--- config.mk ---
export PLATFORM = sky130hd
export DESIGN_NAME = cmplat_top
export DESIGN_NICKNAME = d
export VERILOG_FILES = /design/src/inc/cmplat_pkg.sv /design/src/design/cmplat_top.sv
export SDC_FILE = /design/constraint.sdc
export NUM_CORES = 1
export LEC_CHECK = 0
export BUFFER_PORTS_ARGS = -buffer_cell sky130_fd_sc_hd__buf_2
export CAP_MARGIN = 20
export CORE_ASPECT_RATIO = 1.25
export CORE_MARGIN = 8
export CORE_UTILIZATION = 53
export DETAILED_ROUTE_END_ITERATION = 12
export PLACE_DENSITY = 0.84
export RECOVER_POWER = 100
export SYNTH_ARGS = -nofsm -noshare
export SYNTH_HDL_FRONTEND = slang
export SYNTH_SLANG_ARGS = --single-unit
--- constraint.sdc ---
create_clock -name clk_sys -period 5.4 [get_ports clk_sys]
set_clock_uncertainty 0.2 [all_clocks]
set_input_delay 1.08 -clock clk_sys [delete_from_list [all_inputs] [get_ports clk_sys]]
set_output_delay 1.08 -clock clk_sys [all_outputs]
set_load 0.05 [all_outputs]
--- src/inc/cmplat_pkg.sv ---
// Package for the comparator power and status latch block
package cmplat_pkg;
  localparam int unsigned CMP_COUNT = 19;
  localparam int unsigned ADDR_W = 12;
  localparam logic [ADDR_W-1:0] OFF_PWR = 12'h30C;
  localparam logic [ADDR_W-1:0] OFF_STAT = 12'h328;
  localparam logic [ADDR_W-1:0] OFF_IRQ_STATUS = 12'h340;
  localparam logic [ADDR_W-1:0] OFF_IRQ_MASK = 12'h344;
  localparam logic [CMP_COUNT-1:0] RST_PWR = 19'h00000;
  localparam logic [CMP_COUNT-1:0] RST_STAT = 19'h00000;
  localparam logic [CMP_COUNT-1:0] RST_MASK = 19'h00000;
  localparam logic [31:0] UNMAPPED_DATA = 32'h00000000;

  typedef struct packed {
    logic [ADDR_W-1:0] address;
    logic read;
    logic write;
    logic [3:0] byteenable;
    logic [31:0] writedata;
  } cmplat_req_t;

  typedef struct packed {
    logic [31:0] readdata;
    logic waitrequest;
  } cmplat_rsp_t;

  typedef enum logic [1:0] {
    CMPLAT_IDLE,
    CMPLAT_DONE
  } cmplat_state_t;
endpackage

--- src/design/cmplat_top.sv ---
// Comparator power control and latched trip status register bank
//
// Operation
// RQ1: Power register bits 18:0, reset zero.
// RQ2: Power bit one runs comparator, zero shuts.
// RQ3: Latch each trip; read back at 0x328. Code ignores trips of comparators whose power bit is zero.
// RQ4: Write one clears latch; zero keeps.
// RQ5: Latch holds until software clears it.
// RQ6: Bits 18 to 8 map same index.
// RQ7: Bits 7 to 0 behave the same.
// RQ8: Bits 31:19 read zero, ignore writes.
//
// The Avalon-MM slave port was chosen for this implementation.
`timescale 1ns/1ns
module cmplat_top
  import cmplat_pkg::*;
(
  input wire logic clk_sys,
  input wire logic rst,
  input wire cmplat_pkg::cmplat_req_t bus_req,
  output cmplat_pkg::cmplat_rsp_t bus_rsp,
  input wire logic [cmplat_pkg::CMP_COUNT-1:0] trip_in,
  output logic [cmplat_pkg::CMP_COUNT-1:0] cmp_power_on,
  output logic [cmplat_pkg::CMP_COUNT-1:0] cmp_irq_level,
  output logic irq
);
  import cmplat_pkg::*;

  logic [CMP_COUNT-1:0] pwr_reg;
  logic [CMP_COUNT-1:0] latch_reg;
  logic [CMP_COUNT-1:0] latch_next;
  logic [CMP_COUNT-1:0] sts_reg;
  logic [CMP_COUNT-1:0] sts_next;
  logic [CMP_COUNT-1:0] mask_reg;
  logic [CMP_COUNT-1:0] trip_prev_reg;
  logic [CMP_COUNT-1:0] wmask;
  logic [CMP_COUNT-1:0] wdata;
  logic [CMP_COUNT-1:0] rise;
  logic [31:0] rdata_next;
  cmplat_state_t state_reg;
  logic wr_go;
  logic rd_go;

  // Expand byte enables to the live low 19 bits; upper bits never stored
  function automatic logic [CMP_COUNT-1:0] be_mask(input logic [3:0] be);
    logic [31:0] m;
    m = {{8{be[3]}}, {8{be[2]}}, {8{be[1]}}, {8{be[0]}}};
    return m[CMP_COUNT-1:0];
  endfunction

  function automatic logic [31:0] zext(input logic [CMP_COUNT-1:0] v);
    return {{(32-CMP_COUNT){1'b0}}, v};
  endfunction

  // One wait state per access: registered readdata, waitrequest low once.
  // Writes land at the edge where the master sees waitrequest low.
  assign wr_go = bus_req.write && state_reg == CMPLAT_DONE;
  assign rd_go = bus_req.read && state_reg == CMPLAT_IDLE;
  assign wmask = be_mask(bus_req.byteenable);
  assign wdata = bus_req.writedata[CMP_COUNT-1:0]; // RQ8
  assign rise = trip_in & ~trip_prev_reg & pwr_reg;

  always_ff @(posedge clk_sys or posedge rst) begin
    if (rst) begin
      state_reg <= CMPLAT_IDLE;
    end else begin
      case (state_reg)
        CMPLAT_IDLE: begin
          if (bus_req.read || bus_req.write) begin
            state_reg <= CMPLAT_DONE;
          end
        end
        CMPLAT_DONE: state_reg <= CMPLAT_IDLE;
        default: state_reg <= CMPLAT_IDLE;
      endcase
    end
  end

  // Both response fields share one process; the struct is one variable
  always_ff @(posedge clk_sys or posedge rst) begin
    if (rst) begin
      bus_rsp.waitrequest <= 1'b1;
      bus_rsp.readdata <= '0;
    end else begin
      bus_rsp.waitrequest <= !((bus_req.read || bus_req.write) &&
                               state_reg == CMPLAT_IDLE);
      if (rd_go) begin
        bus_rsp.readdata <= rdata_next;
      end
    end
  end

  always_ff @(posedge clk_sys or posedge rst) begin
    if (rst) begin
      pwr_reg <= RST_PWR; // RQ1
    end else if (wr_go && bus_req.address == OFF_PWR) begin
      pwr_reg <= (pwr_reg & ~wmask) | (wdata & wmask); // RQ1
    end
  end

  always_ff @(posedge clk_sys or posedge rst) begin
    if (rst) begin
      mask_reg <= RST_MASK;
    end else if (wr_go && bus_req.address == OFF_IRQ_MASK) begin
      mask_reg <= (mask_reg & ~wmask) | (wdata & wmask);
    end
  end

  // Edge of the trip only; a comparator held tripped does not re-fire
  always_ff @(posedge clk_sys or posedge rst) begin
    if (rst) begin
      trip_prev_reg <= '0;
    end else begin
      trip_prev_reg <= trip_in;
    end
  end

  // Set wins over a clear in the same cycle so no trip is lost
  always_comb begin
    latch_next = latch_reg;
    if (wr_go && bus_req.address == OFF_STAT) begin
      latch_next = latch_reg & ~(wdata & wmask); // RQ4 RQ6 RQ7
    end
    latch_next = latch_next | rise; // RQ3 RQ5
  end

  always_ff @(posedge clk_sys or posedge rst) begin
    if (rst) begin
      latch_reg <= RST_STAT; // RQ4
    end else begin
      latch_reg <= latch_next;
    end
  end

  // Sticky event status, cleared by reading it
  always_comb begin
    sts_next = sts_reg;
    if (rd_go && bus_req.address == OFF_IRQ_STATUS) begin
      sts_next = '0;
    end
    sts_next = sts_next | rise;
  end

  always_ff @(posedge clk_sys or posedge rst) begin
    if (rst) begin
      sts_reg <= '0;
    end else begin
      sts_reg <= sts_next;
    end
  end

  always_comb begin
    case (bus_req.address)
      OFF_PWR: rdata_next = zext(pwr_reg); // RQ8
      OFF_STAT: rdata_next = zext(latch_reg); // RQ3 RQ8
      OFF_IRQ_STATUS: rdata_next = zext(sts_reg);
      OFF_IRQ_MASK: rdata_next = zext(mask_reg);
      default: rdata_next = UNMAPPED_DATA;
    endcase
  end

  // Power enables reach the analog macros through one register stage, a cycle after pwr_reg
  always_ff @(posedge clk_sys or posedge rst) begin
    if (rst) begin
      cmp_power_on <= '0;
    end else begin
      cmp_power_on <= pwr_reg; // RQ2
    end
  end

  // Per-comparator interrupt follows its latch; no new one until cleared
  always_ff @(posedge clk_sys or posedge rst) begin
    if (rst) begin
      cmp_irq_level <= '0;
      irq <= 1'b0;
    end else begin
      cmp_irq_level <= latch_next; // RQ5
      irq <= |(sts_next & mask_reg);
    end
  end
endmodule // cmplat_top

==> results of run 1 <==
## cells in the final DEF (no fill, tap or decap), types with 4 or more instances in the layout
cell	n
mux2i_1	19
a221oi_1	23
a21o_1	34
dfrtp_1	135
a22o_1	6
mux2_2	35
and3b_1	14
buf_2	47
bufinv_16	6
clkbuf_1	74
nand3_1	4
or3_1	5
clkbuf_16	17
conb_1	13
nand2_1	43
nor2_1	28
o21ai_0	20
a22oi_1	4
## cell type report
| class | instances | area [um^2] | share of cell area |
|---|---|---|---|
| inverter | 5 | 20.0 | 0.00295 |
| clock inverter | 13 | 226 | 0.0334 |
| timing repair buffer | 122 | 526 | 0.0774 |
| multi-input combinational | 283 | 2010 | 0.296 |
| antenna | 2 | 5.00 | 0.000737 |
| sequential | 136 | 3400 | 0.502 |
| clock buffer | 19 | 433 | 0.0638 |
| tap | 132 | 165 | 0.0243 |
## stage by stage
stage                     power [mW]  setup slack (ns)
after detailed placement        1.16              1.31
after floorplan                 1.13             0.482
after global placement          1.16              1.33
after global routing            2.51             0.825
final                           2.44              1.08
after CTS                       2.45              1.75
## Yosys cell counts (all sizes together), types with 2 or more instances
master	number
a22o	6
nand3	4
nand4bb	2
nand2b	2
and4b	3
and3b	14
a22oi	4
nor4	2
o21ai	21
a21o	34
buf	18
or4	3
dfrtp	135
mux2	38
mux2i	19
inv	4
nor2	28
nor4b	3
clkbuf	11
or3	5
a221oi	23
nand2	43
nor3	2
## power by group
| group | switching (mW) | leakage (nW) | internal [mW] |
|---|---|---|---|
| Clock | 0.439 | 0.313 | 0.863 |
| Sequential | 0.00606 | 1.84 | 1.03 |
| Combinational | 0.0778 | 1.36 | 0.0263 |
| Total | 0.523 | 3.52 | 1.92 |
## how the worst max path moves through the flow
stage | endpoint | slack, ns | start
2_1_floorplan | asynchronous set/reset pin | 0.48 | rst
3_3_place_gp | irq | 1.33 | bus_req[42]
3_5_place_dp | irq | 1.31 | bus_req[42]
4_1_cts | irq | 1.75 | bus_req[42]
5_1_grt | bus_rsp[19] | 0.82 | bus_req[42]
6_report | bus_rsp[17] | 1.08 | bus_req[42]
## per-layer routing
metal,global-route usage,vias up,routed length (um)
met5,0,-,0
met4,0.125,0,487
met3,0.0559,45,1130
met2,0.383,199,7930
met1,0.247,2127,5630
li1,-,1837,-
## cells by family after synthesis
kind of cell           count (synthesis)
AO/OA/AOI/OAI                         95
XOR/XNOR                               1
buffers and inverters                 34
flip-flops                           136
multiplexers                          57
other                                  1
AND/OR/NAND/NOR                      117
==> run metrics, run 1 <==
Fillers 802; R2R Path Start state_reg[0]; actual slew at the worst max-slew pin approximately 3 ns; worst hold slack between 0.2 and 0.25 ns; Ys Warns 0; FP Rows between 40 and 50; initial antenna violation count 2; DP HPWL around 10,000 um; clk_lat worst skew 0.43 ns; GRT overflow 0; final setup vio count 0; TritonRoute pass-1 iters 5; Die Span X approximately 110 um; htree depth 4; final worst path period need 4.32 ns; Post-Syn Instances ~440; max cap viols 2; Starting Density 0.536; Max Slew Vio Count between 80 and 90; WHS Endpoint cmp_power_on[14]; RSZ-0062 raised after global routing false; Worst setup EP type flip-flop; Via Count between 4k and 5k; simple logic cell fraction of the synthesized area 0.116; CP Max Fanout 11; # clock sinks around 140; placed cell area roughly 6200 um^2; status finished, violations left; area share of xor/xnor cells in the synthesized design 0.00157; Crit path required time 5.53 ns; fraction of layout cells with a size suffix above 1 0.206; multiplexer share of the synthesized area 0.111; post-synth top area cell dfrtp_1; clock buffers created by TritonCTS 17; final WL between 15,000 and 20,000 um; P_leak approximately 3.5 nW; Die Ht between 100 and 150 um; top-area cell type share of the netlist area 0.605; post-synthesis compound-gate area fraction 0.127; first-pass GRT wire length roughly 24,000 um; Worst R2R Path Depth 5; hold path depth 0; Core Util, Final 0.652; main combinational cell family by area after synthesis compound AO/OA/AOI/OAI gates; Hold Crit Class reg -> reg; Area contributors post-synth dfrtp_1, mux2_2, a21o_1; CP Class in -> reg; Final TNS setup 0 ns; I/O Buffers between 100 and 150; crit start category primary input; Post-CTS Setup Inserts 0; drt wl/cell 21.3 um; failing checks max-capacitance violations, max-slew violations; final std cells w/o fill approximately 700; Layout area overhead 21.6%; IO Pins 143; crit-path cells buf_2 > or3_1 > nor4_1 > nor3b_1 > clkbuf_1 > a221oi_1 > o21ai_0; top_reg_cell synth dfrtp_1; Slew HR -0.974; Post-DRT Antenna Nets 0; CTS tree built; area share of fa/ha/maj cells after synthesis 0; critical path depth in cells 7; Fin. Hold Viols 0; area of the die around 14,000 um^2; Post-route DRC 0; GP Congestion ~0.82; Register-to-Register Setup Slack about 2.8 ns; 1st-iter DRT viols roughly 260; Buf/Inv on CP 2; Worst-path clk slew ~0.060 ns; NumNets Final between 600 and 700; vias in the first global route ~4.5k; GRT Overall Usage 0.223; placed instance count just under 700; Async S/R FF share, synth 1.00; arrival time worst endpoint 4.45 ns; CTS Hold Bufs 0; Pwr Density 360 nW/um^2; FMAX 231 MHz; post-synthesis register bit count between 100 and 150; capture point of the worst reg-to-reg path irq; Max Root-Sink Buffers 2; critical path's top delay family simple AND/OR/NAND/NOR gates; Mean Syn Cell Area around 13 um^2; Mapped Area between 5000 and 6000 um^2; worst vdd ir between 0.2 and 0.3 mV; largest net degree at the start of global routing 72; fin crit share 0.801; core area 10,400 um^2; slowest stage cell, crit path nor3b_1; cts repair resizes 0; slowest stage delay, CP approximately 1.3 ns; clock root buffer master clkbuf_16; vias per cell around 5.9; Finished Cell Area slightly below 7000 um^2; sequential area share after synthesis 0.610; count of different cell masters after synthesis 45; EDFF count, synth 0
No activity file was read; power rests on OpenSTA's default activity.
==> inputs of run 2 (changes only) <==
CORE_UTILIZATION = 48   (was 53)
PLACE_DENSITY = 0.8   (was 0.84)
clock period = 3.7 ns   (was 5.4 ns; I/O delays follow)
==> run 2 against run 1 <==
Worst setup slack worse by 0.42 ns; design area grew 0.92%; flip-flop and latch count unchanged; sequential power grew 46%; the run now ends clean; critical path type unchanged; count of clock-buffer cells in the layout up 1; global-route usage fell by 2.3 points; worst hold slack worse by 0.0079 ns.
==> run metrics, run 2 (synthesized netlist as in run 1, its figures left out) <==
final worst path period need 3.04 ns; IO Pins 143 (unchanged); GRT Overall Usage 0.200 (was 0.223); fraction of layout cells with a size suffix above 1 0.213 (was 0.206); CP Max Fanout 11 (unchanged); RSZ-0062 raised after global routing false (unchanged); DP HPWL 10,600 um (was 10,200 um); slowest stage delay, CP 0.56 ns (was 1.27 ns); actual slew at the worst max-slew pin 1.40 ns (was 2.94 ns); WHS Endpoint cmp_power_on[0] (was cmp_power_on[14]); Worst setup EP type flip-flop (unchanged); initial antenna violation count 2 (unchanged); Post-CTS Setup Inserts 0 (unchanged); NumNets Final 645 (was 636); Max Root-Sink Buffers 2 (unchanged); Post-route DRC 0 (unchanged); CP Class in -> reg (unchanged); capture point of the worst reg-to-reg path irq (unchanged); vias in the first global route 4,498 (was 4,504); Slew HR 0.0599 (was -0.974); clk_lat worst skew 0.42 ns (was 0.43 ns); register area 3400 um^2 (unchanged); 1st-iter DRT viols 229 (was 256); CTS Hold Bufs 0 (unchanged); Hold Crit Class reg -> reg (unchanged); Fin. Hold Viols 0 (unchanged); Worst R2R Path Depth 5 (unchanged); final setup vio count 0 (unchanged); max cap viols 0 (was 2); GP Congestion 0.853 (was 0.818); crit-path cells buf_2 > or3_1 > nor4_1 > nor3b_1 > clkbuf_1 > a221oi_1 > o21ai_0 (unchanged); slowest stage cell, crit path clkbuf_1 (was nor3b_1); largest net degree at the start of global routing 74 (was 72); arrival time worst endpoint 3.15 ns (was 4.45 ns); Multi-input gate area 2010 um^2 (unchanged); GRT overflow 0 (unchanged); Layout area overhead 22.8% (was 21.6%); CTS tree built (unchanged); Register-to-Register Setup Slack 1.37 ns (was 2.82 ns); most common cell after layout, fill and taps aside dfrtp_1 (unchanged); crit start category primary input (unchanged); worst vdd ir 0.285 mV (was 0.259 mV); vias per cell 5.73 (was 5.91); fin crit share 0.822; Setup WS post-layout 0.660 ns (was 1.08 ns); Via Count 4,165 (was 4,208); area of the die 15,400 um^2 (was 14,100 um^2); TritonRoute pass-1 iters 5 (unchanged); R2R Path Start state_reg[0] (unchanged); hold path depth 0 (unchanged); Die Ht 137 um (was 131 um); Fillers 945 (was 802); pre-CTS setup slack 0.471 ns (was 1.31 ns); # clock sinks 136 (unchanged); Starting Density 0.485 (was 0.536); Final TNS setup 0 ns (unchanged); FP Rows 44 (was 42); I/O Buffers 115 (unchanged); first-pass GRT wire length 23,700 um (about the same); drt wl/cell 20.9 um (was 21.3 um); clock buffers created by TritonCTS 17 (unchanged); Worst-path clk slew 0.06 ns (about the same); Crit path required time 3.81 ns (was 5.53 ns); cts repair resizes 0 (unchanged); Max Slew Vio Count 0 (was 82); status complete, no violations (was finished, violations left); core area 11,500 um^2 (was 10,400 um^2); Die Span X 112 um (was 108 um); Post-DRT Antenna Nets 0 (unchanged); Total Power 3.52 mW (was 2.44 mW); FMAX 329 MHz; final WL 15,200 um (about the same); P_leak 3.54 nW (was 3.52 nW); htree depth 4 (unchanged); most frequent cells in the layout dfrtp_1, clkbuf_1, buf_2, nand2_1, mux2_2 (unchanged); clock root buffer master clkbuf_16 (unchanged); Pwr Density 515 nW/um^2 (was 360 nW/um^2)
[run 2: cell type report]
cell class                      count  area share
Timing Repair Buffer              131      0.0857
Sequential cell                   136       0.497
Multi-Input combinational cell    283       0.293
Clock inverter                     12      0.0287
Tap cell                          138      0.0252
Clock buffer                       20      0.0667
Inverter                            5     0.00292
Antenna cell                        2    0.000731
[run 2: power breakdown]
| group | internal, mW | switching [mW] | total, mW | leakage [nW] |
|---|---|---|---|---|
| combinational | 0.0402 | 0.114 | 0.154 | 1.39 |
| clock | 1.23 | 0.626 | 1.86 | 0.312 |
| sequential | 1.51 | 0.00925 | 1.52 | 1.84 |
| total | 2.78 | 0.749 | 3.52 | 3.54 |
[run 2: worst max-delay path by stage]
stage,startpoint,endpoint,cells after the start
5_1_grt,bus_req[42],bus_rsp[8],7
6_report,bus_req[42],bus_rsp[2],7
2_1_floorplan,bus_req[42],irq,6
3_5_place_dp,bus_req[42],flip-flop,6
3_3_place_gp,bus_req[42],flip-flop,6
4_1_cts,bus_req[42],flip-flop,6
[run 2: worst max-delay path: cells and delay by family]
kind,cells,cell delay (ns)
buffers and inverters,2,0.65
and+or+nand+nor,3,1.28
AOI/OAI and AO/OA,2,0.47
[run 2: routing by layer]
| metal | global-route usage | up-vias | part of all wire |
|---|---|---|---|
| li1 | - | 1860 | - |
| met2 | 0.341 | 172 | 0.52 |
| met4 | 0.0804 | 0 | 0.021 |
| met3 | 0.0733 | 28 | 0.070 |
| met1 | 0.223 | 2105 | 0.39 |
| met5 | 0 | - | 0 |
[run 2: stage by stage]
stage / hold slack (ns) / std cells / area [um^2] / utilization
5_1_grt: 0.221 / 727 / 6850 / 0.595
4_1_cts: 0.217 / 725 / 6990 / 0.608
3_5_place_dp: 0.209 / 693 / 6340 / 0.551
2_1_floorplan: 0.184 / 453 / 5630 / -
3_3_place_gp: 0.197 / 693 / 6340 / 0.551
6_report: 0.217 / 727 / 6850 / 0.595
==> inputs of run 3 (changes only) <==
clock period = 2.7 ns   (was 3.7 ns; I/O delays follow)
==> run 3 against run 2 <==
Die area unchanged; clock power increased by 36%; via count about the same; total power increased by 37%; combinational power increased by 39%; global-route usage decreased by 0.058 points; final cell count increased by 1.8%; critical endpoint is now irq; design area increased by 1.4%; core utilization increased by 0.85 points.
==> run metrics, run 3 (synthesized netlist as in run 1, its figures left out) <==
Buf/Inv on CP 1 (was 2); vias in the first global route 4,465 (was 4,498); initial antenna violation count 1 (was 2); Setup WS post-layout 0.162 ns (was 0.660 ns); vias per cell 5.63 (was 5.73); DP HPWL 10,700 um (was 10,600 um); final setup vio count 0 (unchanged); I/O Buffers 115 (unchanged); GRT overflow 0 (unchanged); htree depth 4 (unchanged); core area 11,500 um^2 (unchanged); final std cells w/o fill 740 (was 727); CP Max Fanout 3 (was 11); Slew HR 0.305 (was 0.0599); Die Ht 137 um (unchanged); cts repair resizes 0 (unchanged); crit-path cells buf_2 > or3_1 > or4_1 > or3_1 > a2111o_1 > a211o_1 (was buf_2 > or3_1 > nor4_1 > nor3b_1 > clkbuf_1 > a221oi_1 > o21ai_0); CP Launch Point bus_req[42] (unchanged); Fin. Hold Viols 0 (unchanged); Starting Density 0.485 (unchanged); RSZ-0062 raised after global routing false (unchanged); max cap viols 0 (unchanged); most common cell after layout, fill and taps aside dfrtp_1 (unchanged); status complete, no violations (unchanged); first-pass GRT wire length 23,500 um (was 23,700 um); slowest stage cell, crit path or4_1 (was clkbuf_1); final WL 14,700 um (was 15,200 um); Post-route DRC 0 (unchanged); Hold Crit Class in -> reg (was reg -> reg); most frequent cells in the layout dfrtp_1, clkbuf_1, buf_2, nand2_1, mux2_2 (unchanged); Worst setup EP type flip-flop (unchanged); P_leak 3.61 nW (was 3.54 nW); CP Class in -> reg (unchanged); critical path's top delay family simple AND/OR/NAND/NOR gates (unchanged); 1st-iter DRT viols 222 (was 229); clock buffers created by TritonCTS 17 (unchanged); Worst R2R Path Depth 6 (was 5); crit start category primary input (unchanged); actual slew at the worst max-slew pin 1.04 ns (was 1.40 ns); # clock sinks 136 (unchanged); Setup crit end irq (was bus_rsp[2]); Multi-input gate area 2020 um^2 (was 2010 um^2); Max Slew Vio Count 0 (unchanged); final worst path period need roughly 2.5 ns; Post-DRT Antenna Nets 0 (unchanged); Die Span X 112 um (unchanged); hold path depth 1 (was 0); Register-to-Register Setup Slack 0.35 ns (was 1.37 ns); crit-path most repeated cell or3_1; capture point of the worst reg-to-reg path irq (unchanged); Final TNS setup 0 ns (unchanged); FP Rows 44 (unchanged); critical path depth in cells 6 (was 7); placed instance count 707 (was 693); GP Congestion 0.842 (was 0.853); drt wl/cell 19.8 um (was 20.9 um); CTS Hold Bufs 0 (unchanged); clk_lat worst skew 0.41 ns (was 0.42 ns); pre-CTS setup slack -0.224 ns (was 0.471 ns); worst vdd ir 0.390 mV (was 0.285 mV); Pwr Density 694 nW/um^2 (was 515 nW/um^2); FMAX 394 MHz; Post-CTS Setup Inserts 0 (unchanged); slowest stage delay, CP 0.52 ns (was 0.56 ns); area of the die 15,400 um^2 (unchanged); TritonRoute pass-1 iters 5 (unchanged); Worst-path clk slew 0.05 ns (was 0.06 ns); Fillers 935 (was 945); Via Count 4,163 (was 4,165); clock root buffer master clkbuf_16 (unchanged); GRT Overall Usage 0.199 (was 0.200); largest net degree at the start of global routing 69 (was 74); IO Pins 143 (unchanged); fin crit share 0.940; CTS tree built (unchanged); Total Power 4.82 mW (was 3.52 mW); Max Root-Sink Buffers 2 (unchanged); Core Util, Final 0.604 (was 0.595); Layout area overhead 24.5% (was 22.8%); register area 3400 um^2 (unchanged); arrival time worst endpoint 2.63 ns (was 3.15 ns); fraction of layout cells with a size suffix above 1 0.238 (was 0.213); NumNets Final 659 (was 645); Crit path required time 2.79 ns (was 3.81 ns)
==> run 3: area by class of cell <==
cell class                 instances  area share
clock inverter                    12      0.0285
inverter                           5     0.00288
timing repair buffer             145      0.0971
tap                              138      0.0249
clock buffer                      20      0.0657
multi-input combinational        283       0.291
sequential                       136       0.490
antenna                            1    0.000360
==> run 3: layer usage <==
metal,vias to the layer above,part of all wire,global-route usage
li1,1885,-,-
met1,2120,0.40,0.225
met2,138,0.52,0.350
met3,20,0.059,0.0468
met4,0,0.019,0.0969
met5,-,0,0
==> run 3: per-stage QoR <==
step	hold WS, ns	area (um^2)
floorplan	0.184	5630
global placement	0.196	6460
detailed placement	0.208	6460
CTS	0.00430	7110
global route	0.0366	6950
finish	0.0501	6950
==> run 3: worst min-delay path by stage <==
stage,from,end
floorplan,flip-flop,cmp_power_on[12]
finish,trip_in[16],trip_prev_reg[16]
detailed placement,flip-flop,cmp_power_on[13]
CTS,rst,asynchronous set/reset pin
global placement,flip-flop,cmp_power_on[2]
global route,trip_in[15],trip_prev_reg[15]
==> run 3: power by group <==
| part | switching, mW | internal (mW) |
|---|---|---|
| Clock | 0.844 | 1.69 |
| Combinational | 0.157 | 0.0578 |
| Sequential | 0.0113 | 2.06 |
